===== config.mk =====
export PLATFORM = sky130hd
export DESIGN_NAME = pces_top
export DESIGN_NICKNAME = d
export VERILOG_FILES = /design/src/logic/pces_pkg.sv /design/src/logic/pces_top.sv
export VERILOG_INCLUDE_DIRS = /design/src /design/src/logic
export SDC_FILE = /design/constraint.sdc
export NUM_CORES = 1
export LEC_CHECK = 0
export ABC_AREA = 0
export BUFFER_PORTS_ARGS = -buffer_cell sky130_fd_sc_hd__clkbuf_2
export CORE_MARGIN = 2
export CORE_UTILIZATION = 61
export DETAILED_ROUTE_END_ITERATION = 10
export GPL_TIMING_DRIVEN = 0
export MAX_ROUTING_LAYER = met4
export PLACE_DENSITY = 0.86
export SETUP_SLACK_MARGIN = 0.5
export SLEW_MARGIN = 20
export SYNTH_ARGS = -nofsm -noshare
export SYNTH_HDL_FRONTEND = slang
export SYNTH_SLANG_ARGS = --single-unit

===== constraint.sdc =====
create_clock -name I_CLOCK -period 4.1 [get_ports I_CLOCK]
set_clock_uncertainty 0.2 [all_clocks]
set_input_delay 0.41 -clock I_CLOCK [delete_from_list [all_inputs] [get_ports I_CLOCK]]
set_output_delay 0.41 -clock I_CLOCK [all_outputs]
set_load 0.05 [all_outputs]

===== src/logic/pces_cfg.svh =====
// Purpose: constants of the precharge exit status block
// Assumes: 20 MHz clock
// Notes:   exit and stage codes are 4-bit fields of the status outputs
`ifndef PCES_CFG_SVH
`define PCES_CFG_SVH

// clock and timing figures
`define PCES_CLK_HZ        20000000
`define PCES_ACK_MS        1000
`define PCES_TOUT_S        30

// exit status codes, held until the next start
`define PCES_EXIT_NONE     4'h0
`define PCES_EXIT_OK       4'h1
`define PCES_EXIT_MAIN     4'h2
`define PCES_EXIT_CHARGE   4'h3
`define PCES_EXIT_USER     4'h4
`define PCES_EXIT_TOUT     4'h5

// stage codes reported with a user abort
`define PCES_STG_VOLT      4'h0
`define PCES_STG_PRE_DAMP  4'h1
`define PCES_STG_DAMP_CL   4'h2
`define PCES_STG_CHG_OP    4'h3
`define PCES_STG_HOLD_CL   4'h4
`define PCES_STG_DAMP_OP   4'h5
`define PCES_STG_RESET     4'h6
`define PCES_STG_DIAG      4'h7
`define PCES_STG_POST_DIAG 4'h8
`define PCES_STG_SYNC      4'h9
`define PCES_STG_STARTUP   4'hF

`endif


===== src/logic/pces_pkg.sv =====
// Purpose: types of the precharge exit status block
// Assumes: nothing beyond the cfg header
// Notes:   state is one packed struct
package pces_pkg;

    typedef enum logic [3:0] {
        ST_IDLE, ST_MAIN_OPEN, ST_CHG_CLOSE, ST_VOLT, ST_DAMP_CLOSE, ST_CHG_OPEN,
        ST_HOLD_CLOSE, ST_DAMP_OPEN, ST_DIAG_ENTRY, ST_WAIT_RESET, ST_DIAG,
        ST_POST_DIAG, ST_MAINT_LOG, ST_SYNC
    } pces_state_t;

    // pin inputs: contactor acknowledges, supervisory and drive condition pins, synchronised
    typedef struct packed {
        logic main_open;
        logic charge_closed;
        logic damp_closed;
        logic hold_closed;
        logic enable;
        logic start;
        logic volts_ok;
        logic cell_fault;
        logic diag_done;
        logic maint;
        logic in_sync;
    } pces_in_t;

    typedef struct packed {
        pces_in_t    s1;
        pces_in_t    s2;
        logic        start_prev;
        pces_state_t st;
        logic [29:0] step_cnt;
        logic [29:0] tout_cnt;
        logic [3:0]  exit_code;
        logic [3:0]  stage;
        logic        exit_pulse;
        logic        step_pulse;
        logic        maint_pulse;
        logic        done_pulse;
        logic        pre_fault;
        logic        main_fault;
        logic        alarm;
    } pces_regs_t;

endpackage : pces_pkg


===== src/logic/pces_top.sv =====
// Purpose: exit status and fault reporting of a contactor precharge sequencer
// Assumes: all inputs are pins, synchronised here; one clock
// Notes:   exit code stays until the next start
`timescale 1ns/10ps
`include "pces_cfg.svh"

module pces_top #(
    parameter int ACK_CYC  = (`PCES_ACK_MS * (`PCES_CLK_HZ / 1000)),
    parameter int TOUT_CYC = (`PCES_TOUT_S * `PCES_CLK_HZ)
) (
    // clock and reset
    input  wire logic       I_CLOCK,
    input  wire logic       I_RSTN,
    // supervisory pins
    input  wire logic       I_START,
    input  wire logic       I_ENABLE,
    input  wire logic       I_MAINT,
    // contactor acknowledges
    input  wire logic       I_MAIN_OPEN,
    input  wire logic       I_CHARGE_CLOSED,
    input  wire logic       I_DAMP_CLOSED,
    input  wire logic       I_HOLD_CLOSED,
    // drive condition pins
    input  wire logic       I_VOLTS_OK,
    input  wire logic       I_CELL_FAULT,
    input  wire logic       I_DIAG_DONE,
    input  wire logic       I_IN_SYNC,
    // contactor commands
    output logic            O_CHARGE_CLOSE,
    output logic            O_DAMP_CLOSE,
    output logic            O_HOLD_CLOSE,
    // status
    output logic            O_BUSY,
    output logic [3:0]      O_EXIT_CODE,
    output logic            O_EXIT_VALID,
    output logic [3:0]      O_ABORT_STAGE,
    output logic            O_STEP_EVENT,
    output logic            O_MAINT_EVENT,
    output logic            O_DONE_EVENT,
    output logic            O_PRECHARGE_FAULT,
    output logic            O_MAIN_FAULT,
    output logic            O_CONTACTOR_ALARM
);

    localparam logic [29:0] ACK_LIM  = 30'(ACK_CYC);
    localparam logic [29:0] TOUT_LIM = 30'(TOUT_CYC);

    pces_pkg::pces_regs_t r_q;
    pces_pkg::pces_regs_t r_d;
    pces_pkg::pces_in_t   pins;

    // stage code of a state, for abort reporting
    function automatic logic [3:0] stage_of(input pces_pkg::pces_state_t s);
        case (s)
            pces_pkg::ST_VOLT:       stage_of = `PCES_STG_VOLT;
            pces_pkg::ST_DAMP_CLOSE: stage_of = `PCES_STG_PRE_DAMP;
            pces_pkg::ST_CHG_OPEN:   stage_of = `PCES_STG_DAMP_CL;
            pces_pkg::ST_HOLD_CLOSE: stage_of = `PCES_STG_CHG_OP;
            pces_pkg::ST_DAMP_OPEN:  stage_of = `PCES_STG_HOLD_CL;
            pces_pkg::ST_DIAG_ENTRY: stage_of = `PCES_STG_DAMP_OP;
            pces_pkg::ST_WAIT_RESET: stage_of = `PCES_STG_RESET;
            pces_pkg::ST_DIAG:       stage_of = `PCES_STG_DIAG;
            pces_pkg::ST_POST_DIAG:  stage_of = `PCES_STG_POST_DIAG;
            pces_pkg::ST_MAINT_LOG:  stage_of = `PCES_STG_POST_DIAG;
            pces_pkg::ST_SYNC:       stage_of = `PCES_STG_SYNC;
            default:                 stage_of = `PCES_STG_STARTUP;
        endcase
    endfunction : stage_of

    // pin bundle
    assign pins = '{main_open: I_MAIN_OPEN, charge_closed: I_CHARGE_CLOSED,
                    damp_closed: I_DAMP_CLOSED, hold_closed: I_HOLD_CLOSED,
                    enable: I_ENABLE, start: I_START, volts_ok: I_VOLTS_OK,
                    cell_fault: I_CELL_FAULT, diag_done: I_DIAG_DONE,
                    maint: I_MAINT, in_sync: I_IN_SYNC};

    ////////////////////////////////////////////////////////////////////////////
    // next state
    always_comb begin
        logic busy;
        logic start_rise;
        busy       = 1'b0;
        start_rise = 1'b0;
        r_d = r_q;
        r_d.s1 = pins;                                  // first sync stage
        r_d.s2 = r_q.s1;
        r_d.start_prev  = r_q.s2.start;
        r_d.exit_pulse  = 1'b0;
        r_d.step_pulse  = 1'b0;
        r_d.maint_pulse = 1'b0;
        r_d.done_pulse  = 1'b0;
        r_d.step_cnt    = r_q.step_cnt + 30'h0000_0001;
        r_d.tout_cnt    = r_q.tout_cnt + 30'h0000_0001;
        busy       = (r_q.st != pces_pkg::ST_IDLE);
        start_rise = r_q.s2.start && !r_q.start_prev;
        if (!busy) begin
            r_d.tout_cnt = '0;
            if (start_rise) begin
                // new run clears the previous record
                r_d.st         = pces_pkg::ST_MAIN_OPEN;
                r_d.exit_code  = `PCES_EXIT_NONE;
                r_d.stage      = `PCES_STG_STARTUP;
                r_d.pre_fault  = 1'b0;
                r_d.main_fault = 1'b0;
                r_d.alarm      = 1'b0;
                r_d.step_cnt   = '0;
                r_d.step_pulse = 1'b1;
            end
        end else if (!r_q.s2.enable) begin
            // user abort wins over any step
            r_d.st         = pces_pkg::ST_IDLE;
            r_d.exit_code  = `PCES_EXIT_USER;
            r_d.pre_fault  = 1'b1;
            r_d.stage      = stage_of(r_q.st);
            r_d.exit_pulse = 1'b1;
        end else if (r_q.tout_cnt >= TOUT_LIM - 30'h0000_0001 &&
                     r_q.st >= pces_pkg::ST_CHG_CLOSE &&
                     r_q.st <= pces_pkg::ST_DAMP_OPEN) begin
            r_d.st         = pces_pkg::ST_IDLE;
            r_d.exit_code  = `PCES_EXIT_TOUT;
            r_d.pre_fault  = 1'b1;
            r_d.exit_pulse = 1'b1;
        end else begin
            case (r_q.st)
                pces_pkg::ST_MAIN_OPEN: begin
                    if (r_q.s2.main_open) begin
                        r_d.st = pces_pkg::ST_CHG_CLOSE;
                    end else begin
                        r_d.st         = pces_pkg::ST_IDLE;
                        r_d.exit_code  = `PCES_EXIT_MAIN;
                        r_d.main_fault = 1'b1;
                        r_d.exit_pulse = 1'b1;
                    end
                end
                pces_pkg::ST_CHG_CLOSE: begin
                    if (r_q.s2.charge_closed) begin
                        r_d.st = pces_pkg::ST_VOLT;
                    end else if (r_q.step_cnt >= ACK_LIM - 30'h0000_0001) begin
                        r_d.st         = pces_pkg::ST_IDLE;
                        r_d.exit_code  = `PCES_EXIT_CHARGE;
                        r_d.pre_fault  = 1'b1;
                        r_d.alarm      = 1'b1;
                        r_d.exit_pulse = 1'b1;
                    end
                end
                pces_pkg::ST_VOLT:
                    if (r_q.s2.volts_ok) r_d.st = pces_pkg::ST_DAMP_CLOSE;
                pces_pkg::ST_DAMP_CLOSE:
                    if (r_q.s2.damp_closed) r_d.st = pces_pkg::ST_CHG_OPEN;
                pces_pkg::ST_CHG_OPEN:
                    if (!r_q.s2.charge_closed) r_d.st = pces_pkg::ST_HOLD_CLOSE;
                pces_pkg::ST_HOLD_CLOSE:
                    if (r_q.s2.hold_closed) r_d.st = pces_pkg::ST_DAMP_OPEN;
                pces_pkg::ST_DAMP_OPEN:
                    if (!r_q.s2.damp_closed) r_d.st = pces_pkg::ST_DIAG_ENTRY;
                pces_pkg::ST_DIAG_ENTRY:
                    r_d.st = pces_pkg::ST_DIAG;
                pces_pkg::ST_DIAG: begin
                    if (r_q.s2.cell_fault) r_d.st = pces_pkg::ST_WAIT_RESET;
                    else if (r_q.s2.diag_done) r_d.st = pces_pkg::ST_POST_DIAG;
                end
                pces_pkg::ST_WAIT_RESET:
                    if (!r_q.s2.cell_fault) r_d.st = pces_pkg::ST_DIAG;
                pces_pkg::ST_POST_DIAG: begin
                    if (r_q.s2.maint) begin
                        r_d.st          = pces_pkg::ST_MAINT_LOG;
                        r_d.maint_pulse = 1'b1;
                    end else begin
                        r_d.st = pces_pkg::ST_SYNC;
                    end
                end
                pces_pkg::ST_MAINT_LOG, pces_pkg::ST_SYNC: begin
                    if (r_q.st == pces_pkg::ST_MAINT_LOG || r_q.s2.in_sync) begin
                        r_d.st         = pces_pkg::ST_IDLE;
                        r_d.exit_code  = `PCES_EXIT_OK;
                        r_d.done_pulse = 1'b1;
                        r_d.exit_pulse = 1'b1;
                    end
                end
                default: r_d.st = pces_pkg::ST_IDLE;
            endcase
            if (r_d.st != r_q.st && r_d.st != pces_pkg::ST_IDLE) begin
                r_d.step_pulse = 1'b1;
                r_d.step_cnt   = '0;
            end
        end
    end

    ////////////////////////////////////////////////////////////////////////////
    // state register
    always_ff @(posedge I_CLOCK or negedge I_RSTN) begin
        if (!I_RSTN) begin
            r_q <= '0;
        end else begin
            r_q <= r_d;
        end
    end

    // outputs
    assign O_CHARGE_CLOSE    = (r_q.st == pces_pkg::ST_CHG_CLOSE) ||
                               (r_q.st == pces_pkg::ST_VOLT) ||
                               (r_q.st == pces_pkg::ST_DAMP_CLOSE);
    assign O_DAMP_CLOSE      = (r_q.st >= pces_pkg::ST_DAMP_CLOSE) &&
                               (r_q.st <= pces_pkg::ST_HOLD_CLOSE);
    assign O_HOLD_CLOSE      = (r_q.st >= pces_pkg::ST_HOLD_CLOSE);
    assign O_BUSY            = (r_q.st != pces_pkg::ST_IDLE);
    assign O_EXIT_CODE       = r_q.exit_code;
    assign O_EXIT_VALID      = r_q.exit_pulse;
    assign O_ABORT_STAGE     = r_q.stage;
    assign O_STEP_EVENT      = r_q.step_pulse;
    assign O_MAINT_EVENT     = r_q.maint_pulse;
    assign O_DONE_EVENT      = r_q.done_pulse;
    assign O_PRECHARGE_FAULT = r_q.pre_fault;
    assign O_MAIN_FAULT      = r_q.main_fault;
    assign O_CONTACTOR_ALARM = r_q.alarm;
endmodule : pces_top


# Word-level counts from Yosys, hierarchy flattened
# Memory sizes are Yosys's and may differ from the RTL's.
# Index checks and enable logic that the tools add are counted.
totals:
  mem_bits_ro: 64
  reg_bits: 102
  word_cells: 156
  out_inout_bits: 19
  in_bits: 13
  memories: 1
op_classes:
  mux: 63
  addsub: 2
  n_eq_ne: 30
  reduce_logical: 18
  magnitude_cmp: 7
mem_list:
  columns: ["name", "words", "word_bits", "rd", "rd_ports_with_merged_regs", "write_ports", "line", "text"]
  rows:
  - ["(name not given)", 16, 4, 1, 0, 0, "pces_top.sv:54", "case (s)"]
ops:
  columns: ["op", "n"]
  rows:
  - ["2-to-1 mux 30 bit", 4]
  - ["2-to-1 mux 4 bit", 23]
  - ["2-to-1 mux 34 bit", 2]
  - ["adder 30 x 1 -> 30 bit, second input constant", 2]
  - ["case mux 4 bit (12 select lines)", 1]
  - ["greater-or-equal comparator 30 x 25 -> 1 bit, second input constant", 1]
  - ["greater-or-equal comparator 30 bit, second input constant", 1]
  - ["equality test 4 bit, second input constant", 6]
  - ["2-to-1 mux 1 bit", 21]
  - ["!= test 5 bit, second input constant", 4]
  - ["equality test 4 x 3 -> 1 bit, second input constant", 4]
  - ["2-to-1 mux 8 bit", 2]
  - ["2-to-1 mux 3 bit", 4]
  - ["case mux 4 bit (3 select lines)", 1]
  - ["AND reduction 6 bit", 2]
  - ["equality test 4 x 2 -> 1 bit, second input constant", 2]
  - ["greater-or-equal comparator 4 x 3 -> 1 bit, second input constant", 2]
  - ["<= comparator 4 x 3 -> 1 bit, second input constant", 2]
  - ["2-to-1 mux 2 bit", 4]
  - ["!= test 2 x 1 -> 1 bit, second input constant", 4]
  - ["!= test 2 bit, second input constant", 4]
  - ["!= test 4 x 2 -> 1 bit, second input constant", 2]
  - ["nonzero test 4 bit", 2]
  - ["!= test 6 x 2 -> 1 bit, second input constant", 1]
  - ["other kinds (13)", 19]

# Depth between registers and ports, before layout
# Gate-level depths: netlist of the first run.
logic_depth:
  depth_word: 13
  ltp_mapped: 13
  ltp_nobuf: 10

# Worst setup path before layout of the first run
# Ideal clock, no wire load.
synth_path:
  path_kind: "register -> register"
  start: "register r_q[75] (netlist name)"
  end: "register r_q[50] (netlist name)"
  synth_period_minus_slack_ns: 3.195
  setup_time_ns: 0.119
  required_time_ns: 3.781
  stages_incl_launch_ff: 14
  arrival_time_ns: 2.876
  path_buffers: 3
  path_slack_ns: 0.905
  cell_sequence: "dfrtp_1 > clkbuf_1 > inv_1 > ha_1 > clkbuf_1 > inv_1 > nor3_1 > inv_1 > nand2_1 > a211oi_2 > o41ai_2 > a22oi_2 > buf_6 > nor2_1"
synth_rtl:
  columns: ["item", "line", "text"]
  rows:
  - ["start, declared", "pces_top.sv:48", "pces_pkg::pces_regs_t r_q;"]
  - ["start signal, assigned", "pces_top.sv:195", "r_q <= r_d;"]

==> results of run 1 <==
cells by family after synthesis:
group | Yosys count | share of synthesized area [%]
AO/OA/AOI/OAI | 86 | 11.9
XOR/XNOR | 50 | 8.75
adder cells (fa/ha/maj) | 8 | 2.00
buffers and inverters | 40 | 4.10
flip-flops | 101 | 50.5
multiplexers | 1 | 0.200
other | 1 | 0.0749
AND/OR/NAND/NOR | 231 | 22.5
flip-flops by register name (all words and copies together) (netlist names), 3 cells and up:
register and count:
O_EXIT_CODE 3, r_d 12, O_ABORT_STAGE 4, r_q 75
worst max-delay path: stages, from the launching register on:
cell and delay, ns:
dfrtp_2 0.45, clkbuf_4 0.25, clkinvlp_4 0.21, ha_1 0.36, o311a_1 0.17, or4_1 0.57
a21o_1 0.21, o41ai_2 0.36, a22oi_2 0.12, buf_4 0.17, buf_6 0.14, nor2_1 0.14
power groups by stage:
stage / Combinational, mW / Sequential [mW] / Clock [mW]
after global placement: 0.779 / 1.17 / 0
after floorplan: 0.546 / 1.21 / 0
after CTS: 0.821 / 1.15 / 0.612
after detailed placement: 0.807 / 1.17 / 0
final: 0.850 / 1.16 / 0.607
after global routing: 0.923 / 1.17 / 0.655
cells in the final DEF (no fill, tap or decap), types with 7 or more instances in the layout:
| cell type | synthesis | layout |
|---|---|---|
| clkbuf_2 | 0 | 29 |
| nand4_1 | 15 | 15 |
| clkbuf_1 | 7 | 7 |
| dlygate4sd3_1 | 0 | 12 |
| nor2_1 | 85 | 85 |
| o21ai_0 | 19 | 19 |
| xnor2_1 | 14 | 14 |
| and3_1 | 8 | 8 |
| or3_1 | 8 | 8 |
| buf_4 | 8 | 9 |
| a21oi_1 | 17 | 17 |
| a31oi_1 | 7 | 7 |
| clkbuf_8 | 0 | 10 |
| and4_1 | 9 | 9 |
| nand2_1 | 37 | 37 |
| xor2_1 | 36 | 36 |
| dfrtp_1 | 101 | 100 |
| nor2b_1 | 8 | 8 |
| nor3_1 | 15 | 15 |
| ha_1 | 8 | 8 |
| inv_1 | 14 | 13 |
| nand3_1 | 24 | 24 |
area by class of cell:
type | instances | area [um2]
Sequential cell | 101 | 2530
Fill cell | 620 | 2440
Multi-Input combinational cell | 377 | 2280
Timing Repair Buffer | 44 | 314
Buffer | 25 | 153
Tap cell | 105 | 131
Clock buffer | 10 | 128
Inverter | 15 | 60.1
Clock inverter | 6 | 56.3
final timing paths:
path                         start               end  slack, ns  depth (start not counted)
setup / recovery           r_q[75]           r_q[53]       0.64                         11
hold / removal             r_d[90]           r_q[90]       0.16                          0
setup reg to reg           r_q[75]           r_q[53]       0.64                         11
hold reg to reg            r_d[90]           r_q[90]       0.16                          0
max in group asynchronous   I_RSTN           r_q[24]       2.80                          3
min in group asynchronous   I_RSTN  O_ABORT_STAGE[0]       0.28                          2
stage by stage:
step | instances | hold WS [ns] | power (mW)
global route | 683 | 0.170 | 2.74
global placement | 653 | 0.133 | 1.95
CTS | 682 | 0.161 | 2.59
detailed placement | 654 | 0.133 | 1.98
floorplan | 518 | -0.0856 | 1.75
finish | 683 | 0.159 | 2.61
routing by layer:
layer | global-route usage (%) | up-vias | wire [um]
met5 | - | - | 0
met4 | 9.06 | 0 | 198
met3 | 6.78 | 24 | 699
met2 | 43.3 | 167 | 5530
met1 | 36.2 | 2024 | 5040
li1 | - | 1920 | -
repair_timing:
action                     in CTS  in global routing
pin swaps                       0                  1
hold endpoints to repair       46                  0
hold buffers                   12                  0
setup endpoints to repair      29                 32
resized for setup               1                  5
buffers inserted                0                  1
==> summary.txt, run 1 <==
Outcome
  • Status: finished clean

Synth
  • Area share of the largest cell type after synthesis: 50.5%
  • Post-synth EDFFs: 0
  • Most frequently used flop master after synthesis: dfrtp_1
  • Distinct cells, synth: 58
  • Synth Net Count: 539
  • Post-synthesis sequential area ratio: 50.5%
  • Syn Area/Cell: between 9 and 10 um2
  • Leading area contributor after synthesis: dfrtp_1
  • Post-synth ARST share: 100%
  • Cells after synthesis: between 500 and 600
  • Count leader, synth: dfrtp_1
  • Ys Warns: 0
  • Top cells by count, synth: dfrtp_1, nor2_1, nand2_1
  • Flops & latches, synth: 101
  • Synthesized cell area: 5010 um2
  • Area contributors post-synth: dfrtp_1, nor2_1, xor2_1

STA
  • Measured slew at the worst slew-check pin: between 1 and 1.5 ns
  • Final Hold Viols: 0
  • RSZ-0062 raised after global routing: no
  • Max Freq: 289 MHz
  • Rel. slew slack: 21.1%
  • Fin crit share: a little over four fifths
  • Setup violations, final: 0
  • Max Slew Vio Count: 0
  • Fin crit period: 3.46 ns
  • Final worst setup slack: approximately 0.64 ns
  • Setup_tns: 0 ns

Flow run
  • MaxCap Viol Count: 0

Place
  • DP Area: 5320 um2
  • Final HPWL DP: 7810 um
  • I/O Buffers: 30
  • Final GP Congestion: 0.940
  • Worst slack at placement: roughly 0.46 ns

Power
  • Max VDD drop: 326 uV
  • Share of power burned in registers: 44.2%
  • Leakage power: approximately 2.5 nW
  • Switch share: 39.5%
  • Clock Power Share: 23.2%
  • Sw Pwr: just over 1 mW
  • Power per cell area: 462 nW/um2
  • Gate power share: 32.5%
  • Internal: ~1.6 mW

Clock tree
  • CTS sink cnt: 101
  • Worst-Skew Late Latency: 0.38 ns
  • CTS tree: built
  • Clk slew on worst S/H paths: 0.11 ns
  • Clock buffer count from CTS: 9
  • H-tree depth: 3
  • CTS max path bufs: 2
  • Root buf cell: clkbuf_8

Route
  • Total number of vias: 4135
  • Detailed Route WL: between 10000 and 15000 um
  • DR vias/cell: 6.05
  • Post-route ant nets: 0
  • DR WL/cell: 16.8 um
  • Drt initial violations: between 300 and 400
  • Router iterations before antenna repair: 5
  • DRC viols: 0

Hold path
  • Hold crit path type: reg2reg

Final layout
  • Share of cells above drive strength 1: between 10% and 20%
  • Area grow syn2layout: 12.9%
  • Core Util, Final: 69.8%
  • Diode count: 0
  • Final Cell Area: 5650 um2
  • Layout Nets: just under 600

Die
  • Die Wd: 94.6 um
  • Core Area: 8090 um2
  • Initial Util: 61.9%
  • Die height: 94.6 um
  • Io pins: 32
  • Die area: 8950 um2
  • Site row count: 33

Critical path
  • Endpoint class of the critical path: flop
  • Nature of the critical path startpoint: flop
  • CP arrival: 3.54 ns
  • Setup CP Type: reg2reg
  • Crit-path max FO: 10
  • CP Data Required Time: around 4.2 ns

Global routing
  • Total gr overflow: 0
  • Largest net degree at the start of global routing: 67
  • Number of global-route vias before repair: 4037
  • GRT Total Usage: between 20% and 30%
  • Global-route wire length before repair: 18800 um
  • Initial antenna violation count: 0
No activity file was read; power rests on OpenSTA's default activity.
==> inputs of run 2 (changes only) <==
==> constraint.sdc (replaced) <==
create_clock -name I_CLOCK -period 3.2 [get_ports I_CLOCK]
set_clock_uncertainty 0.2 [all_clocks]
set_input_delay 0.32 -clock I_CLOCK [delete_from_list [all_inputs] [get_ports I_CLOCK]]
set_output_delay 0.32 -clock I_CLOCK [all_outputs]
set_load 0.05 [all_outputs]
==> run 2 against run 1 <==
  * Die area unchanged
  * Cell count up 3.8%
  * Via count up 3.9%
  * Clock power up 32%
  * Sequential power up 29%
  * Fmax up 23%
  * Largest cell class is now multi-input gates
  * Wire length up 11%
==> summary.txt, run 2 (synthesized netlist as in run 1, its figures left out) <==
Final layout
  • Largest register FFs: 75 (unchanged)
  • Share of cells above drive strength 1: 26.0% (+14 points)
  • Area grow syn2layout: 25.3%
  • Register bank with the most flops: r_q
  • Leading cell type in the layout, fill and taps excluded: dfrtp_1
  • Fillers: 517 (-17%)
  • Most frequent cells in the layout: dfrtp_1, nor2_1, nand2_1, xor2_1, buf_4
  • Diode count: 0 (unchanged)
  • Core Util, Final: 77.5% (+7.7 points)
  • Layout Nets: 621 (+4.5%)

Global routing
  • GRT Total Usage: 30.6% (+2.8 points)
  • Global-route wire length before repair: 20500 um (+9.0%)
  • Largest net degree at the start of global routing: 58 (-13%)
  • Total gr overflow: 0 (unchanged)
  • Initial antenna violation count: 0 (unchanged)
  • Number of global-route vias before repair: 4260 (+5.5%)

Power
  • Leakage power: 2.69 nW (+6.4%)
  • Power per cell area: 608 nW/um2 (+32%)
  • Max VDD drop: 522 uV (+60%)

Hold path
  • Min-delay src: r_d[89]
  • Hold crit path type: reg2reg
  • Hold Path Depth: 0 (unchanged)
  • Worst Hold Endpoint: r_q[89]

STA
  • RSZ-0062 raised after global routing: yes
  • Max Freq: 354 MHz (+23%)
  • Rel. slew slack: 40.9% (+20 points)
  • Fin crit period: 2.82 ns (-0.636 ns)
  • Fin crit share: 88.2% (+3.8 points)
  • Final Hold Viols: 0 (unchanged)
  • Measured slew at the worst slew-check pin: 0.879 ns (-0.293 ns)
  • Setup_tns: 0 ns (unchanged)
  • Setup violations, final: 0 (unchanged)
  • Final worst setup slack: 0.379 ns (-0.264 ns)
  • Max Slew Vio Count: 0 (unchanged)

Critical path
  • Setup CP Type: reg2reg
  • Crit-path max cell delay: 0.48 ns (-0.09 ns)
  • Nature of the critical path startpoint: flop
  • Number of cells on the worst reg-to-reg path: 11 (unchanged)
  • RR Endpoint: r_q[66]
  • Crit path cell chain: ha_1 -> nand4_1 -> o21ai_0 -> and4_4 -> buf_4 -> or4_1 -> a31oi_1 -> a22oi_2 -> buf_6 -> buf_12 -> nor2_4
  • Endpoint class of the critical path: flop
  • Worst R2R Setup Slack: 0.38 ns (-0.26 ns)
  • CP Data Required Time: 3.31 ns (-0.87 ns)
  • CP arrival: 2.93 ns (-0.61 ns)
  • Setup crit start: r_q[45]
  • Worst R2R Start: r_q[45]
  • CP max-delay cell: or4_1
  • Crit-path max FO: 7 (-3)

Route
  • Detailed Route WL: 12700 um (+11%)
  • DRC viols: 0 (unchanged)
  • Post-route ant nets: 0 (unchanged)
  • DR WL/cell: 17.9 um (+6.9%)
  • Drt initial violations: 386 (+0.26%)
  • Total number of vias: 4297 (+3.9%)
  • DR vias/cell: 6.06 (+0.11%)
  • Router iterations before antenna repair: 7 (+2)

Die
  • Initial Util: 61.9% (unchanged)
  • Core Area: 8090 um2 (unchanged)
  • Site row count: 33 (unchanged)
  • Io pins: 32 (unchanged)
  • Die height: 94.6 um (unchanged)
  • Die Wd: 94.6 um (unchanged)
  • Die area: 8950 um2 (unchanged)

Clock tree
  • CTS max path bufs: 2 (unchanged)
  • Clock buffer count from CTS: 9 (unchanged)
  • Root buf cell: clkbuf_8
  • CTS tree: built
  • Worst-Skew Late Latency: 0.37 ns (about the same)
  • CTS sink cnt: 101 (unchanged)
  • H-tree depth: 3 (unchanged)
  • Clk slew on worst S/H paths: 0.10 ns (about the same)

Outcome
  • Status: finished clean

Flow run
  • MaxCap Viol Count: 0 (unchanged)

Place
  • Final GP Congestion: 0.896 (-4.7%)
  • Worst slack at placement: 0.162 ns (-0.294 ns)
  • I/O Buffers: 30 (unchanged)
  • Final HPWL DP: 7490 um (-4.2%)
[run 2: changes by cell type in the layout (fill, tap and decap cells not counted), sizes merged]
| cell | previous run | this run |
|---|---|---|
| buf | 20 | 48 |
| clkbuf | 47 | 46 |
| clkinvlp | 2 | 3 |
| bufinv | 0 | 1 |
| clkinv | 4 | 1 |
[run 2: layout make-up]
| type | count | area [um2] | share of cell area, % |
|---|---|---|---|
| clock inverters | 5 | 61.3 | 0.977 |
| repair buffers | 71 | 538 | 8.57 |
| clock buffers | 10 | 128 | 2.03 |
| multi-input cells | 377 | 2600 | 41.4 |
| flip-flops and latches | 101 | 2530 | 40.3 |
| plain buffers | 25 | 213 | 3.39 |
| well taps | 105 | 131 | 2.09 |
| inverters | 15 | 73.8 | 1.18 |
[run 2: power breakdown]
group | total [mW] | switching [mW] | internal (mW)
clock | 0.803 | 0.442 | 0.360
combinational | 1.52 | 0.929 | 0.587
sequential | 1.50 | 0.113 | 1.39
[run 2: per-stage QoR]
step / hold slack [ns] / area, um2 / cells / power [mW]
floorplan: -0.176 / 5050 / 518 / 2.30
global placement: 0.132 / 5340 / 653 / 2.55
detailed placement: 0.0727 / 5380 / 654 / 2.58
CTS: 0.149 / 6120 / 705 / 3.63
global route: 0.166 / 6270 / 709 / 3.98
finish: 0.157 / 6270 / 709 / 3.82
[run 2: worst max-delay path, delay by kind of cell (launching register included)]
kind                       cells  cell delay (ns)
DFF                            1             0.45
and+or+nand+nor                4             0.95
AOI/OAI and AO/OA              3             0.42
adders and majority gates      1             0.28
buffers and inverters          3             0.45
[run 2: repair_timing]
item,CTS,global route
buffers inserted,21,4
gates resized for setup,73,40
endpoints found under the setup margin,77,72
pin swaps,38,9
hold buffers,12,0
cloned,3,0
hold endpoints to repair,55,0
[run 2: layer usage]
layer,wire length [um],vias up,global-route usage [%]
met5,0,-,-
met4,331,0,9.78
met3,742,39,6.38
met2,6440,183,52.1
met1,5200,2110,36.8
li1,-,1965,-
[run 2: worst max-delay path by stage]
stage                    to  cells past startpoint
finish              r_q[66]                     11
global route        r_q[46]                     11
CTS                 r_q[48]                     13
detailed placement  r_q[58]                     11
global placement    r_q[64]                     11
floorplan           r_q[60]                     10
